$ cat src/hdl/tps_map.svh
// constants of the trip pulse and reset supervisor
// Functional notes
// - hold reset low while feedback low
// - release reset after selectable rising delay
// - assert reset after ten microsecond falling delay
// - trip when comparator holds for deglitch time
// - above high or below low trips
// - trip pulse 10 ms high, 6 ms low
// - gate drive is pulse OR external trip
// - ignore trips during 16 ms period
// - restart pulse if trip still present
// - latch low when trip cleared
// - overtemperature disables functions, forces shunt high
// - exit shutdown only below lower threshold
// - soft start and power-up after shutdown
`ifndef TPS_MAP_SVH
`define TPS_MAP_SVH
`define TPS_CLK_KHZ 40000
`define TPS_RISE_US_0 500
`define TPS_RISE_US_1 1000
`define TPS_RISE_US_2 2000
`define TPS_RISE_US_3 5000
`define TPS_RISE_CYC(us) (((us) * `TPS_CLK_KHZ + 999) / 1000)
`define TPS_FALL_US 10
`define TPS_FALL_CYC ((`TPS_FALL_US * `TPS_CLK_KHZ + 999) / 1000)
`define TPS_DEGLITCH_US 20
`define TPS_DEGLITCH_CYC ((`TPS_DEGLITCH_US * `TPS_CLK_KHZ + 999) / 1000)
`define TPS_HIGH_MS 10
`define TPS_LOW_MS 6
`define TPS_HIGH_CYC (`TPS_HIGH_MS * `TPS_CLK_KHZ)
`define TPS_PERIOD_CYC ((`TPS_HIGH_MS + `TPS_LOW_MS) * `TPS_CLK_KHZ)
`define TPS_SOFT_US 1600
`define TPS_SOFT_CYC ((`TPS_SOFT_US * `TPS_CLK_KHZ + 999) / 1000)
`endif

$ cat src/hdl/tps_pkg.sv
// types of the trip pulse and reset supervisor
package tps_pkg;
	typedef enum logic [1:0] {TRIP_IDLE, TRIP_PULSE} tps_trip_t;
	typedef enum logic [1:0] {THM_RUN, THM_SHUT, THM_RECOVER} tps_thm_t;
endpackage

$ cat src/hdl/tps_deglitch.sv
// one comparator deglitch filter
`timescale 1ns/1ps
module tps_deglitch #(
	parameter int CYC = 800
) (
	// clock and reset
	input wire logic clk,
	input wire logic reset_n,
	// comparator in, filtered out
	input wire logic cmp_in,
	output logic cmp_ok
);
	logic [15:0] cnt_reg;
	logic [15:0] cnt_next;
	always_comb begin
		if (!cmp_in) begin
			cnt_next = 16'h0000;
		end else if (cnt_reg != 16'(CYC)) begin
			cnt_next = cnt_reg + 16'h0001;
		end else begin
			cnt_next = cnt_reg;
		end
	end
	always_ff @(posedge clk) begin
		if (!reset_n) begin
			cnt_reg <= 16'h0000;
		end else begin
			cnt_reg <= cnt_next;
		end
	end
	assign cmp_ok = (cnt_reg == 16'(CYC));
endmodule

$ cat src/hdl/tps_top.sv
// reset supervisor, analog trip sequencer and thermal shutdown
`timescale 1ns/1ps
`include "tps_map.svh"
module tps_top #(
	parameter int RISE_UNIT_CYC = `TPS_RISE_CYC(`TPS_RISE_US_0),
	parameter int HIGH_CYC = `TPS_HIGH_CYC,
	parameter int PERIOD_CYC = `TPS_PERIOD_CYC,
	parameter int SOFT_CYC = `TPS_SOFT_CYC
) (
	// clock and reset
	input wire logic clk,
	input wire logic reset_n,
	// supervisor
	input wire logic buck_feedback,
	input wire logic [1:0] rise_delay_sel,
	output logic reset_out_n_o,
	output logic reset_out_n_oe,
	// trip comparators, one bit per amplifier
	input wire logic [3:0] above_high_trip_threshold,
	input wire logic [3:0] below_low_trip_threshold,
	input wire logic external_trip_in,
	output logic gate_drive,
	output logic trip_pulse,
	// thermal
	input wire logic over_temp_150,
	input wire logic under_temp_135,
	output logic shunt_driver_force,
	output logic functions_enable,
	output logic soft_start
);
	// longer delays scale from the shortest, so one override shortens all four
	localparam int RISE_CYC_0 = RISE_UNIT_CYC;
	localparam int RISE_CYC_1 = RISE_UNIT_CYC * (`TPS_RISE_US_1 / `TPS_RISE_US_0);
	localparam int RISE_CYC_2 = RISE_UNIT_CYC * (`TPS_RISE_US_2 / `TPS_RISE_US_0);
	localparam int RISE_CYC_3 = RISE_UNIT_CYC * (`TPS_RISE_US_3 / `TPS_RISE_US_0);

	// thermal state; shutdown drops the supervisor and blocks new and repeat trip pulses, a running period finishes
	tps_pkg::tps_thm_t thm_reg, thm_next;
	logic [23:0] soft_reg, soft_next;
	always_comb begin
		thm_next = thm_reg;
		soft_next = soft_reg;
		case (thm_reg)
			tps_pkg::THM_RUN: begin
				if (over_temp_150) begin
					thm_next = tps_pkg::THM_SHUT;
				end
			end
			tps_pkg::THM_SHUT: begin
				if (under_temp_135) begin
					thm_next = tps_pkg::THM_RECOVER;
					soft_next = 24'h00_0000;
				end
			end
			tps_pkg::THM_RECOVER: begin
				if (over_temp_150) begin
					thm_next = tps_pkg::THM_SHUT;
				end else if (soft_reg == 24'(SOFT_CYC - 1)) begin
					thm_next = tps_pkg::THM_RUN;
				end else begin
					soft_next = soft_reg + 24'h00_0001;
				end
			end
			default: thm_next = tps_pkg::THM_SHUT;
		endcase
	end
	always_ff @(posedge clk) begin
		if (!reset_n) begin
			thm_reg <= tps_pkg::THM_RECOVER;
			soft_reg <= 24'h00_0000;
		end else begin
			thm_reg <= thm_next;
			soft_reg <= soft_next;
		end
	end
	logic in_shut;
	assign in_shut = (thm_reg == tps_pkg::THM_SHUT);
	assign shunt_driver_force = in_shut;
	assign functions_enable = (thm_reg == tps_pkg::THM_RUN);
	assign soft_start = (thm_reg == tps_pkg::THM_RECOVER);

	// supervisor; delay select taken once after reset release
	logic [1:0] sel_reg, sel_next;
	logic sel_done_reg, sel_done_next;
	logic rst_low_reg, rst_low_next;
	logic [23:0] sup_cnt_reg, sup_cnt_next;
	logic [23:0] rise_cyc;
	always_comb begin
		case (sel_reg)
			2'h0: rise_cyc = 24'(RISE_CYC_0);
			2'h1: rise_cyc = 24'(RISE_CYC_1);
			2'h2: rise_cyc = 24'(RISE_CYC_2);
			default: rise_cyc = 24'(RISE_CYC_3);
		endcase
	end
	always_comb begin
		sel_next = sel_reg;
		sel_done_next = 1'b1;
		rst_low_next = rst_low_reg;
		sup_cnt_next = 24'h00_0000;
		if (!sel_done_reg) begin
			sel_next = rise_delay_sel;
		end
		if (!functions_enable) begin
			rst_low_next = 1'b1;
		end else if (rst_low_reg) begin
			if (buck_feedback) begin
				sup_cnt_next = sup_cnt_reg + 24'h00_0001;
				if (sup_cnt_reg == rise_cyc - 24'h00_0001) begin
					rst_low_next = 1'b0;
				end
			end
		end else if (!buck_feedback) begin
			sup_cnt_next = sup_cnt_reg + 24'h00_0001;
			if (sup_cnt_reg == 24'(`TPS_FALL_CYC - 1)) begin
				rst_low_next = 1'b1;
			end
		end
	end
	always_ff @(posedge clk) begin
		if (!reset_n) begin
			sel_reg <= 2'h0;
			sel_done_reg <= 1'b0;
			rst_low_reg <= 1'b1;
			sup_cnt_reg <= 24'h00_0000;
		end else begin
			sel_reg <= sel_next;
			sel_done_reg <= sel_done_next;
			rst_low_reg <= rst_low_next;
			sup_cnt_reg <= sup_cnt_next;
		end
	end
	// open drain: only ever drives low
	assign reset_out_n_o = 1'b0;
	assign reset_out_n_oe = rst_low_reg;

	// checker helper: run of consecutive low feedback samples in run state
	logic [15:0] low_run_reg, low_run_next;
	always_comb begin
		low_run_next = 16'h0000;
		if (functions_enable && !buck_feedback) begin
			if (low_run_reg != 16'hffff) begin
				low_run_next = low_run_reg + 16'h0001;
			end else begin
				low_run_next = low_run_reg;
			end
		end
	end
	always_ff @(posedge clk) begin
		if (!reset_n) begin
			low_run_reg <= 16'h0000;
		end else begin
			low_run_reg <= low_run_next;
		end
	end

	// deglitch, one filter per amplifier
	logic [3:0] amp_ok;
	genvar g;
	for (g = 0; g < 4; g++) begin : g_flt
		tps_deglitch #(
			.CYC(`TPS_DEGLITCH_CYC)
		) u_flt (
			.clk(clk),
			.reset_n(reset_n),
			.cmp_in(above_high_trip_threshold[g] | below_low_trip_threshold[g]),
			.cmp_ok(amp_ok[g])
		);
	end
	logic trip_det;
	assign trip_det = |amp_ok;

	// trip pulse sequencer
	tps_pkg::tps_trip_t trip_reg, trip_next;
	logic [19:0] per_reg, per_next;
	logic pulse_reg, pulse_next;
	always_comb begin
		trip_next = trip_reg;
		per_next = per_reg;
		pulse_next = 1'b0;
		case (trip_reg)
			tps_pkg::TRIP_IDLE: begin
				if (trip_det && functions_enable) begin
					trip_next = tps_pkg::TRIP_PULSE;
					per_next = 20'h0_0000;
					pulse_next = 1'b1;
				end
			end
			tps_pkg::TRIP_PULSE: begin
				// trip input not looked at until period ends
				if (per_reg == 20'(PERIOD_CYC - 1)) begin
					per_next = 20'h0_0000;
					if (trip_det && functions_enable) begin
						pulse_next = 1'b1;
					end else begin
						trip_next = tps_pkg::TRIP_IDLE;
					end
				end else begin
					per_next = per_reg + 20'h0_0001;
					pulse_next = (per_reg < 20'(HIGH_CYC - 1));
				end
			end
			default: trip_next = tps_pkg::TRIP_IDLE;
		endcase
	end
	always_ff @(posedge clk) begin
		if (!reset_n) begin
			trip_reg <= tps_pkg::TRIP_IDLE;
			per_reg <= 20'h0_0000;
			pulse_reg <= 1'b0;
		end else begin
			trip_reg <= trip_next;
			per_reg <= per_next;
			pulse_reg <= pulse_next;
		end
	end
	assign trip_pulse = pulse_reg;
	assign gate_drive = pulse_reg | external_trip_in;

	property p_fall_delay;
		@(posedge clk) disable iff (!reset_n)
		(functions_enable && !rst_low_reg) ##1 rst_low_reg
		|-> low_run_reg == 16'(`TPS_FALL_CYC);
	endproperty
	a_fall_delay: assert property (p_fall_delay) else $error("reset fell too early");
	property p_shut_force;
		@(posedge clk) disable iff (!reset_n)
		in_shut |-> (shunt_driver_force && !functions_enable) ##1 rst_low_reg;
	endproperty
	a_shut_force: assert property (p_shut_force) else $error("shutdown not enforced");
	property p_low_holds_reset;
		@(posedge clk) disable iff (!reset_n)
		(rst_low_reg && !buck_feedback) |=> rst_low_reg;
	endproperty
	a_low_holds_reset: assert property (p_low_holds_reset) else $error("reset released low");
	property p_pulse_start;
		@(posedge clk) disable iff (!reset_n)
		(trip_reg == tps_pkg::TRIP_IDLE && trip_det && functions_enable) |=> pulse_reg;
	endproperty
	a_pulse_start: assert property (p_pulse_start) else $error("trip gave no pulse");
	property p_gate_or;
		@(posedge clk) disable iff (!reset_n)
		external_trip_in |-> gate_drive;
	endproperty
	a_gate_or: assert property (p_gate_or) else $error("gate not driven");
	property p_low_phase;
		@(posedge clk) disable iff (!reset_n)
		(trip_reg == tps_pkg::TRIP_PULSE && per_reg == 20'(HIGH_CYC)) |-> !pulse_reg;
	endproperty
	a_low_phase: assert property (p_low_phase) else $error("pulse high in low phase");
	property p_latch_low;
		@(posedge clk) disable iff (!reset_n)
		(trip_reg == tps_pkg::TRIP_PULSE && per_reg == 20'(PERIOD_CYC - 1) && !trip_det)
		|=> !pulse_reg && trip_reg == tps_pkg::TRIP_IDLE;
	endproperty
	a_latch_low: assert property (p_latch_low) else $error("pulse not latched low");
	property p_repeat;
		@(posedge clk) disable iff (!reset_n)
		(trip_reg == tps_pkg::TRIP_PULSE && per_reg == 20'(PERIOD_CYC - 1)
			&& trip_det && functions_enable) |=> pulse_reg && per_reg == 20'h0_0000;
	endproperty
	a_repeat: assert property (p_repeat) else $error("no repeat pulse");
	property p_stay_shut;
		@(posedge clk) disable iff (!reset_n)
		(in_shut && !under_temp_135) |=> in_shut;
	endproperty
	a_stay_shut: assert property (p_stay_shut) else $error("left shutdown early");
endmodule

$ cat config.mk
export PLATFORM = sky130hd
export DESIGN_NAME = tps_top
export DESIGN_NICKNAME = d
export VERILOG_FILES = /design/src/hdl/tps_pkg.sv /design/src/hdl/tps_deglitch.sv /design/src/hdl/tps_top.sv
export VERILOG_INCLUDE_DIRS = /design/src /design/src/hdl
export SDC_FILE = /design/constraint.sdc
export NUM_CORES = 1
export LEC_CHECK = 0
export ABC_AREA = 0
export BUFFER_PORTS_ARGS = -buffer_cell sky130_fd_sc_hd__buf_2
export CORE_AREA = 2 2 116 118
export CTS_CLUSTER_DIAMETER = 150
export DETAILED_ROUTE_END_ITERATION = 8
export DIE_AREA = 0 0 118 120
export GPL_ROUTABILITY_DRIVEN = 0
export GPL_TIMING_DRIVEN = 0
export PLACE_DENSITY_LB_ADDON = 0.08
export SETUP_SLACK_MARGIN = 0.02
export SYNTH_ARGS = -nofsm -noshare
export SYNTH_HDL_FRONTEND = slang
export SYNTH_SLANG_ARGS = --single-unit
$ cat constraint.sdc
create_clock -name clk -period 2.6 [get_ports clk]
set_input_delay 0.52 -clock clk [delete_from_list [all_inputs] [get_ports clk]]
set_output_delay 0.52 -clock clk [all_outputs]
set_load 0.1 [all_outputs]
==> reports/metrics.yaml <==
synth_seq_area_share: 0.408
min_path_type: "primary input to register"
vias_per_cell: 5.62
powerDensity_mw_per_mm2: 634
synth.most_common_cell: "dfxtp_1"
switching_share: 0.211
fin_worst_skew_ns: 0.00632
instances_no_fill: 1053
die_area_sq_mm: 0.0142
row_count: 42
ant_nets: 0
hold_depth: 3
drive_above_1_share: 0.0844
fp.dieH_um: 120
min_to: "thm_reg[0]"
holdBufCountCts: 0
cp_slowest_cell: "or4_1"
rsz0062_at_grt: "false"
dp.cells: 1015
cp_common_cell: "or4_1"
syn_to_final_growth_pct: 15.3
setup_tns_ns: 0
power_w: 0.00502
max_slew.worst_pin.slew_ns: 0.981
setup_viol: 0
fin_crit_sh: 0.932
vdd_drop_max_mv: 0.449
reg2reg_from: "soft_reg[10]"
grt_max_degree: 17
ys_ff_latch: 140
root_buffer: "clkbuf_16"
finalWirelength_um: 14600
cap_violations: 0
drc_errors: 0
grt_pass1_vias: 5543
clock_tree.buffer_depth: 2
required_ns: 2.90
clkTransAtPathRegs_ns: 0.06
max_freq_mhz: 413
worstReg2RegEnd: "soft_reg[10]"
final_net_count: 898
wl_per_cell_um: 13.9
dp_hpwl_um: 10300
critPathArrivalTime_ns: 2.73
r2r_setup_slack_ns: 0.18
drt_iter0_drc: 303
synth_area_sq_mm: 0.00687
core_sq_mm: 0.0130
start_kind: "register"
largest_reg_flops: 64
synth_nets: 852
synth_edf_count: 0
slowest_delay_ns: 0.52
yosys_warnings: 0
crit_fanout: 7
endpoint_kind: "register"
grt_pass1_wl_um: 24900
critPathKind: "register to register"
start_util: 0.529
yosysTopAreaCell: "dfxtp_1"
diodes: 0
port_buffers: 21
share_comb_of_total_power: 0.040
status: "finished, final reports clean"
vias: 5914
ys.flop_type: "dfxtp_1"
tritoncts: "done"
io_pins: 23
antenna_found_initial: 0
yosysUniqueCellTypes: 53
switching_power_w: 0.00106
synth_top_area_frac: 0.408
power_leakage_nw: 2.67
internal_power_w: 0.00396
grt-ovfl-total: 0
fin_crit_ns: 2.42
clock_power_share: 0.524
hp-start: "over_temp_150"
synth.area.top_cells: "dfxtp_1 41%, nor2_1 6.3%, xor2_1 5.9%"
die_w_um: 118
relSlewSlack: 0.344
cts_sinks: 140
synth_cells: 818
clk_latency_ns: 0.42
slew_viol_final: 0
cts_buffers: 17
grt_usage: 0.213
r2r_cells: 6
finalHoldViolCount: 0
cts_max_level: 4
yosys-top-cells-count: "140 x dfxtp_1, 115 x nor2_1, 59 x nand2_1"
async_flop_share: 0
postSynthAreaPerCell_sq_um: 8.40
firstDrtPassIters: 5
crit_chain: "or4_1 -> or4_1 -> clkbuf_1 -> or3_4 -> a31oi_1 -> o31ai_1"
timing.hold.ws_ns: 0.334
power_frac_seq: 0.436
[worst max-delay path: cells and delay by family, from the launching register on]
family          cells  cell delay (ns)
simple gates        3             1.36
compound gates      2             0.40
flops               1             0.35
buf+inv             1             0.20
[worst max-delay path by stage]
stage | startpoint | end | slack (ns) | cells past startpoint
after floorplan | thm_reg[1] | soft_reg[10] | 0.01 | 4
after CTS | g_flt[3].u_flt.cnt_reg[0] | per_reg[14] | 0.04 | 9
after global routing | g_flt[2].u_flt.cnt_reg[1] | per_reg[14] | 0.02 | 9
after detailed placement | g_flt[3].u_flt.cnt_reg[0] | per_reg[18] | -0.17 | 9
after global placement | g_flt[3].u_flt.cnt_reg[0] | per_reg[16] | -0.15 | 9
final | soft_reg[10] | soft_reg[10] | 0.18 | 6
[timing repair]
item / 4_1_cts / 5_1_grt
resized for setup: 1 / 3
pin swaps: 0 / 4
endpoints found under the setup margin: 10 / 12
setup buffers: 0 / 6
[through the flow]
stage	setup slack, ns	util	cell area, sq um
after floorplan	0.0101	-	6870
after global placement	-0.151	0.554	7200
after detailed placement	-0.171	0.554	7200
after CTS	0.0445	0.606	7860
after global routing	0.0166	0.610	7920
final	0.177	0.610	7920
[layout make-up]
type	count	area, sq um
Clock buffer	23	498
Sequential cell	140	2800
Fill cell	1179	5060
Clock inverter	9	158
Buffer	29	116
Tap cell	176	220
Multi-Input combinational cell	626	3890
Timing Repair Buffer	27	150
Inverter	23	86.3
[logic make-up after synthesis]
logic type | synth area share
AO/OA/AOI/OAI | 0.109
buffers and inverters | 0.0293
flip-flops | 0.408
multiplexers | 0.00765
adder cells (fa/ha/maj) | 0.0328
other | 0.000546
XOR/XNOR | 0.108
AND/OR/NAND/NOR | 0.304
[power groups by stage]
stage,Combinational (W),Sequential [W],Clock [W]
global placement,0.000197,0.00223,0
finish,0.000200,0.00219,0.00263
floorplan,0.000149,0.00223,0
CTS,0.000202,0.00219,0.00269
global route,0.000220,0.00219,0.00278
detailed placement,0.000201,0.00223,0
[layer usage]
layer | part of all wire | vias up | GRT usage
met2 | 0.49 | 113 | 0.372
met5 | 0 | - | 0
met4 | 0.016 | 0 | 0.0828
met1 | 0.46 | 2756 | 0.254
met3 | 0.036 | 20 | 0.0518
li1 | - | 3025 | -
[placed cells by master, fill, tap and decap left out, drive strengths merged, types with 9 or more instances in the layout]
| cell | n |
|---|---|
| or4 | 9 |
| or3 | 19 |
| o21ai | 30 |
| clkbuf | 49 |
| nor3 | 22 |
| nor4 | 18 |
| o31ai | 10 |
| a21oi | 38 |
| and4 | 13 |
| inv | 23 |
| nand3 | 45 |
| a31oi | 9 |
| xnor2 | 39 |
| nand2 | 59 |
| and3 | 23 |
| buf | 30 |
| nand4 | 26 |
| a311oi | 13 |
| dfxtp | 140 |
| nor2 | 115 |
| xor2 | 46 |
| and2 | 10 |
| ha | 18 |
(Power assumes the default switching activity.)
